<file path="src/core/dtc_params.svh">
// Addresses, field positions, reset values and divider counts of the dual timer block
`ifndef DTC_PARAMS_SVH
`define DTC_PARAMS_SVH

// ------------------------------------------------------------
// Register addresses
// ------------------------------------------------------------
`define DTC_ADDR_RUN_FLAG   8'h88
`define DTC_ADDR_MODE       8'h89
`define DTC_ADDR_T0_LOW     8'h8A
`define DTC_ADDR_T1_LOW     8'h8B
`define DTC_ADDR_T0_HIGH    8'h8C
`define DTC_ADDR_T1_HIGH    8'h8D
`define DTC_ADDR_CLK_CTRL   8'h8E

// ------------------------------------------------------------
// Field positions
// ------------------------------------------------------------
`define DTC_BIT_T1_OVF      7
`define DTC_BIT_T1_RUN      6
`define DTC_BIT_T0_OVF      5
`define DTC_BIT_T0_RUN      4
`define DTC_BIT_X1_FLAG     3
`define DTC_BIT_X1_TYPE     2
`define DTC_BIT_X0_FLAG     1
`define DTC_BIT_X0_TYPE     0
`define DTC_BIT_T1_DIV      4
`define DTC_BIT_T0_DIV      3

// ------------------------------------------------------------
// Reset values, fill values and divider counts
// ------------------------------------------------------------
`define DTC_RST_BYTE        8'h00
`define DTC_RST_BIT         1'b0
`define DTC_CLK_CTRL_FILL   8'hE7
`define DTC_UNMAPPED_READ   8'hFF
`define DTC_DIV_FAST        4'h4
`define DTC_DIV_SLOW        4'hC

`endif

</file>
<file path="src/core/dtc_pkg.sv">
// Types shared by the dual timer block
package dtc_pkg;
    typedef enum logic [1:0] {
        DTC_MODE_PRE13,
        DTC_MODE_FULL16,
        DTC_MODE_RELOAD8,
        DTC_MODE_SPLIT8
    } dtc_mode_t;

    typedef struct packed {
        logic      gate;
        logic      ct;
        dtc_mode_t mode;
    } dtc_tmode_t;
endpackage

</file>
<file path="src/core/dtc_tmr_if.sv">
// Link between the control logic and one timer counter
interface dtc_tmr_if;
    import dtc_pkg::*;
    dtc_mode_t   mode;
    logic        inc_lo;
    logic        inc_hi;
    logic        wr_lo;
    logic        wr_hi;
    logic [7:0]  wdata;
    logic [7:0]  cnt_lo;
    logic [7:0]  cnt_hi;
    logic        ovf_lo;
    logic        ovf_hi;

    modport ctl (output mode, inc_lo, inc_hi, wr_lo, wr_hi, wdata,
                 input  cnt_lo, cnt_hi, ovf_lo, ovf_hi);
    modport tmr (input  mode, inc_lo, inc_hi, wr_lo, wr_hi, wdata,
                 output cnt_lo, cnt_hi, ovf_lo, ovf_hi);
endinterface

</file>
<file path="src/core/dtc_timer.sv">
// One 16-bit timer counter with its four counting modes
module dtc_timer #(
    parameter bit SPLIT_OK = 1'b1
) (
    input wire logic clk_sys,
    input wire logic rst,
    dtc_tmr_if.tmr   bus
);
    import dtc_pkg::*;
    `include "dtc_params.svh"

    logic [7:0] lo_r;
    logic [7:0] hi_r;
    logic [7:0] lo_nxt;
    logic [7:0] hi_nxt;
    logic       ovf_lo_c;
    logic       ovf_hi_c;

    // ------------------------------------------------------------
    // Next count
    // ------------------------------------------------------------
    always_comb begin
        lo_nxt   = lo_r;
        hi_nxt   = hi_r;
        ovf_lo_c = 1'b0;
        ovf_hi_c = 1'b0;
        case (bus.mode)
            DTC_MODE_PRE13: begin
                if (bus.inc_lo) begin
                    {hi_nxt, lo_nxt[4:0]} = {hi_r, lo_r[4:0]} + 13'h0001;
                    ovf_lo_c              = &{hi_r, lo_r[4:0]};
                end
            end
            DTC_MODE_FULL16: begin
                if (bus.inc_lo) begin
                    {hi_nxt, lo_nxt} = {hi_r, lo_r} + 16'h0001;
                    ovf_lo_c         = &{hi_r, lo_r};
                end
            end
            DTC_MODE_RELOAD8: begin
                if (bus.inc_lo) begin
                    if (&lo_r) begin
                        lo_nxt   = hi_r;
                        ovf_lo_c = 1'b1;
                    end else begin
                        lo_nxt = lo_r + 8'h01;
                    end
                end
            end
            DTC_MODE_SPLIT8: begin
                if (SPLIT_OK && bus.inc_lo) begin
                    lo_nxt   = lo_r + 8'h01;
                    ovf_lo_c = &lo_r;
                end
                if (SPLIT_OK && bus.inc_hi) begin
                    hi_nxt   = hi_r + 8'h01;
                    ovf_hi_c = &hi_r;
                end
            end
            default: begin
                lo_nxt = lo_r;
            end
        endcase
    end

    // Software write to a byte takes that byte's place over a count
    always_ff @(posedge clk_sys) begin
        if (rst) begin
            lo_r <= `DTC_RST_BYTE;
            hi_r <= `DTC_RST_BYTE;
        end else begin
            lo_r <= bus.wr_lo ? bus.wdata : lo_nxt;
            hi_r <= bus.wr_hi ? bus.wdata : hi_nxt;
        end
    end

    assign bus.cnt_lo = lo_r;
    assign bus.cnt_hi = hi_r;
    assign bus.ovf_lo = ovf_lo_c;
    assign bus.ovf_hi = ovf_hi_c;
endmodule

</file>
<file path="src/core/dtc_top.sv">
// Dual timer counter with external interrupt detect flags and register port
// Behaviour
// - Each timer overflow sets its own overflow flag, except timer 1 while timer 0 is in mode 11.
// - Vectoring to a timer's service routine clears its overflow flag.
// - Software may write overflow flags to either value.
// - Run bit starts the timer when set, stops it when clear.
// - Interrupt 1 pin edge or level sets its detect flag.
// - Interrupt 0 pin edge or level sets its detect flag.
// - Vectoring clears a detect flag only in edge mode.
// - In level mode the detect flag follows the pin.
// - Type bit picks falling edge or low level per input.
// - Gate on: count only while interrupt pin high and run bit set.
// - Gate off: count whenever run bit set.
// - Counter select clear: count internal clock ticks.
// - Counter select set: count falling edges of the count pin.
// - Mode 00: 8-bit counter behind a 5-bit prescaler.
// - Mode 01: full 16-bit counter, no prescaler.
// - Mode 10: low byte auto-reloads from high byte on overflow.
// - Timer 0 mode 11: low byte uses timer 0 controls.
// - Timer 0 mode 11: high byte counts internal ticks only.
// - Clock select 1 divides core clock by 4, 0 by 12.
module dtc_top (
    input  wire logic       clk_sys,
    input  wire logic       rst,
    input  wire logic [7:0] sfr_addr,
    input  wire logic       sfr_wr,
    input  wire logic       sfr_rd,
    input  wire logic [7:0] sfr_wdata,
    output logic      [7:0] sfr_rdata,
    input  wire logic       ext_irq0_pin,
    input  wire logic       ext_irq1_pin,
    input  wire logic       timer0_count_pin,
    input  wire logic       timer1_count_pin,
    input  wire logic       timer0_vector_ack,
    input  wire logic       timer1_vector_ack,
    input  wire logic       ext_irq0_vector_ack,
    input  wire logic       ext_irq1_vector_ack,
    output logic            timer0_overflow_flag,
    output logic            timer1_overflow_flag,
    output logic            ext_irq0_detect_flag,
    output logic            ext_irq1_detect_flag,
    output dtc_pkg::dtc_mode_t timer0_mode
);
    import dtc_pkg::*;
    `include "dtc_params.svh"

    // ------------------------------------------------------------
    // Declarations
    // ------------------------------------------------------------
    logic       timer0_overflow_flag_r;
    logic       timer1_overflow_flag_r;
    logic       timer0_run_r;
    logic       timer1_run_r;
    logic       ext_irq0_detect_flag_r;
    logic       ext_irq1_detect_flag_r;
    logic       ext_irq0_trigger_type_r;
    logic       ext_irq1_trigger_type_r;
    logic [7:0] timer_mode_control_r;
    logic       timer0_clock_divider_select_r;
    logic       timer1_clock_divider_select_r;
    logic [3:0] div0_r;
    logic [3:0] div1_r;
    logic       irq0_pin_d_r;
    logic       irq1_pin_d_r;
    logic       cnt0_pin_d_r;
    logic       cnt1_pin_d_r;
    logic [7:0] sfr_rdata_r;
    logic [7:0] rdata_nxt;

    dtc_tmode_t t0_cfg;
    dtc_tmode_t t1_cfg;
    logic       tick0;
    logic       tick1;
    logic       t0_split;
    logic       wr_run_flag;
    logic       wr_mode;
    logic       wr_clk_ctrl;
    logic       irq0_fell;
    logic       irq1_fell;
    logic       t1_ovf_event;

    dtc_tmr_if t0_bus ();
    dtc_tmr_if t1_bus ();

    // ------------------------------------------------------------
    // Helpers
    // ------------------------------------------------------------
    // Divide by 4 or 12
    function automatic logic div_done(input logic [3:0] cnt, input logic fast);
        logic [3:0] last;
        last     = (fast ? `DTC_DIV_FAST : `DTC_DIV_SLOW) - 4'h1;
        div_done = (cnt >= last);
    endfunction

    function automatic logic [3:0] div_step(input logic [3:0] cnt, input logic fast);
        div_step = div_done(cnt, fast) ? 4'h0 : cnt + 4'h1;
    endfunction

    function automatic logic fell(input logic prev, input logic now);
        fell = prev & ~now;
    endfunction

    function automatic logic run_gate(input logic run, input logic gate, input logic pin);
        run_gate = run & (~gate | pin);
    endfunction

    function automatic logic pick_source(input logic ct, input logic edge_seen,
                                         input logic tick);
        pick_source = ct ? edge_seen : tick;
    endfunction

    // ------------------------------------------------------------
    // Decode
    // ------------------------------------------------------------
    assign t0_cfg      = dtc_tmode_t'(timer_mode_control_r[3:0]);
    assign t1_cfg      = dtc_tmode_t'(timer_mode_control_r[7:4]);
    assign t0_split    = (t0_cfg.mode == DTC_MODE_SPLIT8);
    assign wr_run_flag = sfr_wr && (sfr_addr == `DTC_ADDR_RUN_FLAG);
    assign wr_mode     = sfr_wr && (sfr_addr == `DTC_ADDR_MODE);
    assign wr_clk_ctrl = sfr_wr && (sfr_addr == `DTC_ADDR_CLK_CTRL);
    assign tick0       = div_done(div0_r, timer0_clock_divider_select_r);
    assign tick1       = div_done(div1_r, timer1_clock_divider_select_r);
    assign irq0_fell   = fell(irq0_pin_d_r, ext_irq0_pin);
    assign irq1_fell   = fell(irq1_pin_d_r, ext_irq1_pin);

    // ------------------------------------------------------------
    // Clock dividers
    // ------------------------------------------------------------
    // Free-running so a timer started mid-period sees its first tick early
    always_ff @(posedge clk_sys) begin
        if (rst) begin
            div0_r <= 4'h0;
            div1_r <= 4'h0;
        end else begin
            div0_r <= div_step(div0_r, timer0_clock_divider_select_r);
            div1_r <= div_step(div1_r, timer1_clock_divider_select_r);
        end
    end

    // ------------------------------------------------------------
    // Pin history for edge detection
    // ------------------------------------------------------------
    // Resets high so a pin held low at release is taken as a falling edge
    always_ff @(posedge clk_sys) begin
        if (rst) begin
            irq0_pin_d_r <= 1'b1;
            irq1_pin_d_r <= 1'b1;
            cnt0_pin_d_r <= 1'b1;
            cnt1_pin_d_r <= 1'b1;
        end else begin
            irq0_pin_d_r <= ext_irq0_pin;
            irq1_pin_d_r <= ext_irq1_pin;
            cnt0_pin_d_r <= timer0_count_pin;
            cnt1_pin_d_r <= timer1_count_pin;
        end
    end

    // ------------------------------------------------------------
    // Timer links
    // ------------------------------------------------------------
    // Run bit enables counting
    assign t0_bus.inc_lo = run_gate(timer0_run_r, t0_cfg.gate, ext_irq0_pin)
                         & pick_source(t0_cfg.ct, fell(cnt0_pin_d_r, timer0_count_pin),
                                       tick0);
    assign t0_bus.inc_hi = t0_split & timer1_run_r & tick0;
    assign t0_bus.mode   = t0_cfg.mode;
    assign t0_bus.wr_lo  = sfr_wr && (sfr_addr == `DTC_ADDR_T0_LOW);
    assign t0_bus.wr_hi  = sfr_wr && (sfr_addr == `DTC_ADDR_T0_HIGH);
    assign t0_bus.wdata  = sfr_wdata;

    assign t1_bus.inc_lo = run_gate(timer1_run_r, t1_cfg.gate, ext_irq1_pin)
                         & pick_source(t1_cfg.ct, fell(cnt1_pin_d_r, timer1_count_pin),
                                       tick1);
    assign t1_bus.inc_hi = 1'b0;
    assign t1_bus.mode   = t1_cfg.mode;
    assign t1_bus.wr_lo  = sfr_wr && (sfr_addr == `DTC_ADDR_T1_LOW);
    assign t1_bus.wr_hi  = sfr_wr && (sfr_addr == `DTC_ADDR_T1_HIGH);
    assign t1_bus.wdata  = sfr_wdata;

    dtc_timer #(
        .SPLIT_OK (1'b1)
    ) u_timer0 (
        .clk_sys (clk_sys),
        .rst     (rst),
        .bus     (t0_bus)
    );

    // Timer 1 has no split mode; it holds its count in mode 11
    dtc_timer #(
        .SPLIT_OK (1'b0)
    ) u_timer1 (
        .clk_sys (clk_sys),
        .rst     (rst),
        .bus     (t1_bus)
    );

    // While timer 0 is split its high byte owns the timer 1 flag
    assign t1_ovf_event = t0_split ? t0_bus.ovf_hi : t1_bus.ovf_lo;

    // ------------------------------------------------------------
    // Overflow flags
    // ------------------------------------------------------------
    always_ff @(posedge clk_sys) begin
        if (rst) begin
            timer0_overflow_flag_r <= `DTC_RST_BIT;
        end else if (t0_bus.ovf_lo) begin
            timer0_overflow_flag_r <= 1'b1;
        end else if (wr_run_flag) begin
            timer0_overflow_flag_r <= sfr_wdata[`DTC_BIT_T0_OVF];
        end else if (timer0_vector_ack) begin
            timer0_overflow_flag_r <= 1'b0;
        end
    end

    always_ff @(posedge clk_sys) begin
        if (rst) begin
            timer1_overflow_flag_r <= `DTC_RST_BIT;
        end else if (t1_ovf_event) begin
            timer1_overflow_flag_r <= 1'b1;
        end else if (wr_run_flag) begin
            timer1_overflow_flag_r <= sfr_wdata[`DTC_BIT_T1_OVF];
        end else if (timer1_vector_ack) begin
            timer1_overflow_flag_r <= 1'b0;
        end
    end

    // ------------------------------------------------------------
    // Run and trigger type bits
    // ------------------------------------------------------------
    // Software run control
    always_ff @(posedge clk_sys) begin
        if (rst) begin
            timer0_run_r            <= `DTC_RST_BIT;
            timer1_run_r            <= `DTC_RST_BIT;
            ext_irq0_trigger_type_r <= `DTC_RST_BIT;
            ext_irq1_trigger_type_r <= `DTC_RST_BIT;
        end else if (wr_run_flag) begin
            timer0_run_r            <= sfr_wdata[`DTC_BIT_T0_RUN];
            timer1_run_r            <= sfr_wdata[`DTC_BIT_T1_RUN];
            ext_irq0_trigger_type_r <= sfr_wdata[`DTC_BIT_X0_TYPE];
            ext_irq1_trigger_type_r <= sfr_wdata[`DTC_BIT_X1_TYPE];
        end
    end

    // ------------------------------------------------------------
    // External interrupt detect flags
    // ------------------------------------------------------------
    always_ff @(posedge clk_sys) begin
        if (rst) begin
            ext_irq0_detect_flag_r <= `DTC_RST_BIT;
        end else if (!ext_irq0_trigger_type_r) begin
            ext_irq0_detect_flag_r <= ~ext_irq0_pin;
        end else if (irq0_fell) begin
            ext_irq0_detect_flag_r <= 1'b1;
        end else if (wr_run_flag) begin
            ext_irq0_detect_flag_r <= sfr_wdata[`DTC_BIT_X0_FLAG];
        end else if (ext_irq0_vector_ack) begin
            ext_irq0_detect_flag_r <= 1'b0;
        end
    end

    always_ff @(posedge clk_sys) begin
        if (rst) begin
            ext_irq1_detect_flag_r <= `DTC_RST_BIT;
        end else if (!ext_irq1_trigger_type_r) begin
            ext_irq1_detect_flag_r <= ~ext_irq1_pin;
        end else if (irq1_fell) begin
            ext_irq1_detect_flag_r <= 1'b1;
        end else if (wr_run_flag) begin
            ext_irq1_detect_flag_r <= sfr_wdata[`DTC_BIT_X1_FLAG];
        end else if (ext_irq1_vector_ack) begin
            ext_irq1_detect_flag_r <= 1'b0;
        end
    end

    // ------------------------------------------------------------
    // Mode and clock select registers
    // ------------------------------------------------------------
    always_ff @(posedge clk_sys) begin
        if (rst) begin
            timer_mode_control_r <= `DTC_RST_BYTE;
        end else if (wr_mode) begin
            timer_mode_control_r <= sfr_wdata;
        end
    end

    always_ff @(posedge clk_sys) begin
        if (rst) begin
            timer0_clock_divider_select_r <= `DTC_RST_BIT;
            timer1_clock_divider_select_r <= `DTC_RST_BIT;
        end else if (wr_clk_ctrl) begin
            timer0_clock_divider_select_r <= sfr_wdata[`DTC_BIT_T0_DIV];
            timer1_clock_divider_select_r <= sfr_wdata[`DTC_BIT_T1_DIV];
        end
    end

    // ------------------------------------------------------------
    // Read port
    // ------------------------------------------------------------
    always_comb begin
        rdata_nxt = `DTC_UNMAPPED_READ;
        case (sfr_addr)
            `DTC_ADDR_RUN_FLAG: begin
                rdata_nxt = {timer1_overflow_flag_r, timer1_run_r,
                             timer0_overflow_flag_r, timer0_run_r,
                             ext_irq1_detect_flag_r, ext_irq1_trigger_type_r,
                             ext_irq0_detect_flag_r, ext_irq0_trigger_type_r};
            end
            `DTC_ADDR_MODE:    rdata_nxt = timer_mode_control_r;
            `DTC_ADDR_T0_LOW:  rdata_nxt = t0_bus.cnt_lo;
            `DTC_ADDR_T1_LOW:  rdata_nxt = t1_bus.cnt_lo;
            `DTC_ADDR_T0_HIGH: rdata_nxt = t0_bus.cnt_hi;
            `DTC_ADDR_T1_HIGH: rdata_nxt = t1_bus.cnt_hi;
            `DTC_ADDR_CLK_CTRL: begin
                // Bits owned by other blocks read high
                rdata_nxt = `DTC_CLK_CTRL_FILL;
                rdata_nxt[`DTC_BIT_T0_DIV] = timer0_clock_divider_select_r;
                rdata_nxt[`DTC_BIT_T1_DIV] = timer1_clock_divider_select_r;
            end
            default: rdata_nxt = `DTC_UNMAPPED_READ;
        endcase
    end

    // Read data is captured and held until the next read strobe
    always_ff @(posedge clk_sys) begin
        if (rst) begin
            sfr_rdata_r <= `DTC_RST_BYTE;
        end else if (sfr_rd) begin
            sfr_rdata_r <= rdata_nxt;
        end
    end

    // ------------------------------------------------------------
    // Outputs
    // ------------------------------------------------------------
    assign sfr_rdata            = sfr_rdata_r;
    assign timer0_overflow_flag = timer0_overflow_flag_r;
    assign timer1_overflow_flag = timer1_overflow_flag_r;
    assign ext_irq0_detect_flag = ext_irq0_detect_flag_r;
    assign ext_irq1_detect_flag = ext_irq1_detect_flag_r;
    assign timer0_mode          = dtc_mode_t'(timer_mode_control_r[1:0]);
endmodule

</file>
<file path="config.mk">
export PLATFORM = sky130hd
export DESIGN_NAME = dtc_top
export DESIGN_NICKNAME = d
export VERILOG_FILES = /design/src/core/dtc_pkg.sv /design/src/core/dtc_tmr_if.sv /design/src/core/dtc_timer.sv /design/src/core/dtc_top.sv
export VERILOG_INCLUDE_DIRS = /design/src /design/src/core
export SDC_FILE = /design/constraint.sdc
export NUM_CORES = 1
export LEC_CHECK = 0
export ABC_AREA = 1
export ABC_CLOCK_PERIOD_IN_PS = 1800
export BUFFER_PORTS_ARGS = -buffer_cell sky130_fd_sc_hd__buf_2
export CORE_MARGIN = 10
export CORE_UTILIZATION = 45
export DETAILED_ROUTE_END_ITERATION = 8
export HOLD_SLACK_MARGIN = 0.08
export PLACE_DENSITY = 0.73
export RECOVER_POWER = 50
export SLEW_MARGIN = 20
export SYNTH_ARGS = -nofsm -noshare
export SYNTH_HDL_FRONTEND = slang
export SYNTH_SLANG_ARGS = --single-unit
</file>
<file path="constraint.sdc">
create_clock -name clk_sys -period 1.8 [get_ports clk_sys]
set_input_delay 0.45 -clock clk_sys [delete_from_list [all_inputs] [get_ports clk_sys]]
set_output_delay 0.45 -clock clk_sys [all_outputs]
set_load 0.01 [all_outputs]
</file>
## After elaboration in Yosys (flattened, before gate mapping)

Cells that the tools add are included.

| storage, ports and cells | value |
|---|---|
| register bits | 70 |
| logic and storage cells | 168 |
| output and inout port bits | 14 |
| input port bits | 28 |

| cells by class | value |
|---|---|
| $lt $le $gt $ge | 2 |
| add/subtract/negate cells | 11 |
| equality and inequality tests | 26 |
| reduce and logical (&&, ||, !) cells | 31 |
| bitwise logic cells | 18 |
| muxes and demuxes | 56 |

Operators with widths:

| cell | number |
|---|---|
| 8-bit two-way mux | 16 |
| 8-bit equality test (second input constant) | 7 |
| 8-bit one-hot mux with 7 select lines | 1 |
| 16-bit by 1-bit adder with 16-bit output (second input constant) | 2 |
| 16-bit AND reduction | 2 |
| 3-bit by 2-bit != test with 1-bit output (second input constant) | 10 |
| 1-bit two-way mux | 27 |
| 13-bit by 1-bit adder with 13-bit output (second input constant) | 2 |
| 13-bit AND reduction | 2 |
| 8-bit by 1-bit adder with 8-bit output (second input constant) | 3 |
| 8-bit one-hot mux with 3 select lines | 1 |
| 8-bit AND reduction | 3 |
| 5-bit one-hot mux with 4 select lines | 1 |
| 8-bit one-hot mux with 2 select lines | 1 |
| 4-bit AND reduction | 4 |
| 5-bit one-hot mux with 3 select lines | 1 |
| 3-bit nonzero test | 4 |
| 4-bit nonzero test | 3 |
| 1-bit AND | 10 |
| 5-bit two-way mux | 2 |
| 3-bit one-hot mux with 3 select lines | 1 |
| 4-bit by 1-bit adder with 4-bit output (second input constant) | 2 |
| 4-bit >= comparator | 2 |
| 4-bit two-way mux | 2 |
| 14 further kinds | 35 |

## Longest topological paths before layout

| depth | value |
|---|---|
| depth in word-level cells | 9 |
| mapped depth | 12 |
| depth with buffers taken out | 12 |

## Hierarchy

Synthesis repeated with hierarchy kept, for this count alone.

| unflattened totals | value |
|---|---|
| cell total of the unflattened synthesis | 908 |
| area, all modules | 5436.5 um^2 |

By module, submodules not included:

| module | seq. area each (um^2) | area each (um^2) | cells each | instances |
|---|---|---|---|---|
| dtc_top | 760.7 | 2179.6 | 335 | 1 |
| dtc_timer (u_timer0) | 320.3 | 1885.6 | 335 | 1 |
| dtc_timer (u_timer1) | 320.3 | 1371.3 | 238 | 1 |

## Worst setup path after synthesis

OpenSTA, ideal clock, no wires.

| timing | value |
|---|---|
| kind | reg-to-reg |
| start | register timer_mode_control_r[1] |
| end | register u_timer0.lo_r[0], in the netlist u_timer0.bus.cnt_lo[0] |
| buffers on the path | 1 |
| data arrival time | 1.587 ns |
| stages on the path, launching flop included | 10 |
| slack | 0.096 ns |
| cells stage by stage | dfxtp_1 -> inv_1 -> ha_1 -> buf_2 -> nor3_1 -> nand2_1 -> nand3_1 -> o21ai_0 -> a21oi_1 -> nor2_1 |

| between the ends | value |
|---|---|
| word-level cells in the longest chain between the ends | 3 |
| elaborated cells on any way between the ends | 11 |
| those cells by class | 7 x eq/ne; 2 x mux; 2 x reduce/logical |

Ends and longest elaborated chain:

| what | RTL line | source |
|---|---|---|
| start: declaration | dtc_top.sv:58 | `logic [7:0] timer_mode_control_r;` |
| start signal: assignment | dtc_top.sv:281 | `` timer_mode_control_r <= `DTC_RST_BYTE; `` |
| start signal: assignment | dtc_top.sv:283 | `timer_mode_control_r <= sfr_wdata;` |
| 2-bit equality test (tied with other cells) | dtc_timer.sv:27 | `case (bus.mode)` |
| 3-bit by 2-bit != test with 1-bit output (no source line) (tied with other cells) | - |  |
| 4-bit AND reduction (no source line) or 8-bit two-way mux (tied branches) | - |  |
| end signal: assignment | dtc_timer.sv:69 | `` lo_r <= `DTC_RST_BYTE; `` |
| end signal: assignment | dtc_timer.sv:72 | `lo_r <= bus.wr_lo ? bus.wdata : lo_nxt;` |
| end: declaration | dtc_timer.sv:12 | `logic [7:0] lo_r;` |

Parallel ways exist; a longest one is shown, timed or not.
A chain may end at the register's enable or synchronous reset.

## Worst setup path after layout

| timing | value |
|---|---|
| start | register timer_mode_control_r[5] |
| end | register u_timer1.hi_r[0], in the netlist u_timer1.bus.cnt_hi[0] |

| between the ends | value |
|---|---|
| word-level cells in the longest chain between the ends | 3 |
| elaborated cells on any way between the ends | 8 |
| those cells by class | 3 x eq/ne; 2 x mux; 3 x reduce/logical |

Ends and longest elaborated chain:

| what | RTL line | source |
|---|---|---|
| 2-bit by 1-bit equality test with 1-bit output or 2-bit zero test (tied branches) | dtc_timer.sv:27 |  |
| 3-bit by 2-bit != test with 1-bit output (no source line) (tied with other cells) | - |  |
| 3-bit AND reduction (no source line) or 8-bit two-way mux (tied branches) | - |  |
| end signal: assignment | dtc_timer.sv:70 | `` hi_r <= `DTC_RST_BYTE; `` |
| end signal: assignment | dtc_timer.sv:73 | `hi_r <= bus.wr_hi ? bus.wdata : hi_nxt;` |
| end: declaration | dtc_timer.sv:13 | `logic [7:0] hi_r;` |

Parallel ways exist; a longest one is shown, timed or not.

==> results.sh <==
export IMPL_status="completed"
export IMPL_routed_wl_um=18080
export IMPL_crit_chain="inv_1 > ha_1 > inv_1 > buf_4 > nand2_1 > o21ai_4 > nand2_1 > nand3_1 > nand2_1 > nand2_1 > a21oi_1"
export IMPL_h_tree_depth=3
export IMPL_cts_sinks=70
export IMPL_period_share_pct=94.69
export IMPL_fin_worst_skew_ns=0.01202
export IMPL_synth_edff_count=0
export IMPL_syn_area_per_cell_um2=5.951
export IMPL_wl_per_cell_um=16.09
export IMPL_hold_viol=0
export IMPL_via_per_inst=5.508
export IMPL_worst_path_most_repeated_cell="nand2_1"
export IMPL_ys_flop_type="dfxtp_1"
export IMPL_synth_async_reset_ratio_pct=0
export IMPL_r2r_start="timer_mode_control_r[5]"
export IMPL_vias=6191
export IMPL_crit_arrival_ns=1.92
export IMPL_clkSlewWorstSetupHoldPaths_ns=0.07
export IMPL_crit_buf_inv=3
export IMPL_cpPeakStageDelay_ns=0.35
export IMPL_fmax_mhz=586.7
export IMPL_drt_iter0_drc=763
export IMPL_critPathRequiredTime_ns=2.02
export IMPL_n_antenna_cell=0
export IMPL_crit_end="u_timer1.bus.cnt_hi[0]"
export IMPL_setup_tns_ns=0
export IMPL_stdcell_count=1124
export IMPL_final_net_count=1021
export IMPL_grt_pass1_wl_um=29280
export IMPL_overflow=0
export IMPL_drc_errors=0
export IMPL_yosysSeqAreaShare_pct=27.03
export IMPL_routabilityCongestion=0.9938
export IMPL_die_y_um=127.3
export IMPL_max_cap_violations=0
export IMPL_hold_slack_ns=0.2983
export IMPL_ys_warn_count=0
export IMPL_crit_type="flip-flop to flip-flop"
export IMPL_drive_gt1_share_pct=17.84
export IMPL_synth_seq_cells=70
export IMPL_cts_buffer_depth=2
export IMPL_grt_pass1_vias=5840
export IMPL_final_max_slew_violation_count=0
export IMPL_antenna_left=0
export IMPL_critPathMaxFanout=7
export IMPL_cts_made_buffers=9
export IMPL_port_buffers=41
export IMPL_critical_path_top_delay_family="simple AND/OR/NAND/NOR gates"
export IMPL_r2r_end="u_timer1.bus.cnt_hi[0]"
export IMPL_cts_hold_buf=0
export IMPL_r2r_cells=11
export IMPL_start_util_pct=45.59
export IMPL_switchingPower_uw=989.3
export IMPL_power_leakage_uw=0.002830
export IMPL_dp_cells=1108
export IMPL_grt_max_degree=23
export IMPL_powerDensity_mw_per_mm2=566.8
export IMPL_path_depth=11
export IMPL_combPwrFrac_pct=7.0
export IMPL_synthCells=871
export IMPL_synth_nets=916
export IMPL_pin_count=42
export IMPL_max_slew_margin_pct=72.99
export IMPL_fin_crit_ns=1.704
export IMPL_hpwl_um=14010
export IMPL_core_mm2=0.01137
export IMPL_setup_worst_path_start="timer_mode_control_r[5]"
export IMPL_ir_drop_mv=0.4144
export IMPL_start_kind="flip-flop"
export IMPL_power_switching_share_pct=27.16
export IMPL_clk_latency_ns=0.34
export IMPL_fill_cells=1145
export IMPL_p_seq_share_pct=44.1
export IMPL_worst_pin_slew_ns=0.4052
export IMPL_cts_tree="built"
export IMPL_rsz0062_at_grt="yes"
export IMPL_area_growth_syn_to_layout_pct=23.99
export IMPL_antenna_found_initial=0
export IMPL_holdCritPathClass="input port to flip-flop"
export IMPL_grt_total_usage_pct=21.95
export IMPL_synthDistinctLibCells=37
export IMPL_rows=39
export IMPL_postCtsSetupBuffers=0
export IMPL_cts_root_buf="clkbuf_16"
export IMPL_clockPowerShare_pct=48.9
export IMPL_die_width_um=127.3
export IMPL_finalSetupViolCount=0
export IMPL_cpMaxStageDelayCell="dfxtp_1"
export IMPL_p_int_uw=2654
export IMPL_cp_end_kind="flip-flop"
export IMPL_r2r_setup_slack_ns=0.1
export IMPL_die_area_mm2=0.01621
export IMPL_drt_first_pass_iters=7
export IMPL_netlist_area_mm2=0.005184
[sequential cells by signal, indices dropped and copies added, names as in the netlist, 4 cells and up]
| signal | flops |
|---|---|
| div0_r | 4 |
| div1_r | 4 |
| sfr_rdata | 8 |
| timer_mode_control_r | 8 |
| u_timer0.bus.cnt_hi | 8 |
| u_timer0.bus.cnt_lo | 8 |
| u_timer1.bus.cnt_hi | 8 |
| u_timer1.bus.cnt_lo | 8 |
[cell families (layout without fill, tap and decap cells)]
kind of cell	after synthesis	after routing	synth area share, %
AOI/OAI and AO/OA	170	170	17.60
xor gates and xnor gates	13	13	2.196
adders and majority gates	17	17	4.103
buffers and inverters	140	250	11.20
DFF	70	70	27.03
and+or+nand+nor	461	461	37.87
[power groups by stage]
stage	Sequential [uW]	Clock [uW]	Combinational [uW]
2_1_floorplan	1640	0	114
3_3_place_gp	1640	0	248
3_5_place_dp	1640	0	250
4_1_cts	1610	1800	253
5_1_grt	1610	1870	277
6_report	1610	1780	254
[worst min path at each step]
stage | end | slack (ns) | startpoint | depth (start not counted)
after floorplan | div0_r[0] | 0.42 | div0_r[0] | 1
after global placement | div1_r[0] | 0.43 | div1_r[0] | 1
after detailed placement | div1_r[0] | 0.44 | div1_r[0] | 1
after CTS | cnt0_pin_d_r | 0.29 | timer0_count_pin | 3
after global routing | cnt0_pin_d_r | 0.31 | timer0_count_pin | 3
final | cnt0_pin_d_r | 0.30 | timer0_count_pin | 3
[synth_stat cells (3+ instances only)]
cell type,number,area share (%)
buf_2,8,0.77
xnor2_1,4,0.68
dfxtp_1,70,27
nor2_2,4,0.48
inv_1,113,8.2
nand4_1,8,0.97
clkbuf_1,7,0.51
buf_4,6,0.87
nand2_1,199,14
ha_1,17,4.1
nor3_1,10,0.97
nor2_1,131,9.5
a31oi_1,6,0.72
nand2_2,4,0.48
nand3_1,94,9.1
xor2_1,9,1.5
buf_6,3,0.65
o22ai_1,13,1.6
o211ai_1,3,0.43
o21ai_0,84,8.1
a21oi_1,55,5.3
[stage by stage]
stage	area, um2	total power, uW	util [%]	worst slack, ns
finish	6427	3643	56.53	0.09562
global route	6427	3758	56.53	-0.05641
CTS	6315	3659	55.54	0.02378
detailed placement	6013	1891	52.89	-0.1360
global placement	6013	1888	52.89	-0.1069
floorplan	5184	1758	-	0.09561
[final cells by class]
class	count	area (um2)	share of cell area [%]
sequential	70	1411	21.96
clock inverter	7	70.07	1.090
clock buffer	9	225.2	3.504
inverter	116	435.4	6.774
tap	143	178.9	2.784
multi-input combinational	661	3337	51.92
timing repair buffer	118	769.5	11.97
[timing repair]
item / 4_1_cts / 5_1_grt
resized for setup: 4 / 44
endpoints found under the setup margin: 10 / 31
pin swaps: 2 / 5
[layer usage]
metal / up-vias / GRT usage [%] / share of wire, %
li1: 3047 / - / -
met1: 2855 / 27.71 / 43
met2: 244 / 36.75 / 47
met3: 45 / 3.060 / 6.3
met4: 0 / 8.841 / 3.5
met5: - / 0 / 0
[worst min-delay path: stages]
cell and delay, ns:
buf_2 0.07, inv_1 0.04, nand2_1 0.05
[layout by cell type (no fill, tap or decap), types with 8 or more instances in the layout]
master     count
nand2_1      198
nor2_1       125
inv_1        110
nand3_1       90
o21ai_0       77
buf_4         73
dfxtp_1       62
a21oi_1       52
buf_2         28
clkbuf_1      15
o22ai_1       13
ha_1          13
xor2_1         9
clkbuf_16      9
nor3_1         8
nand4_1        8
dfxtp_2        8
Note: power is estimated with default switching activity, not from simulation.
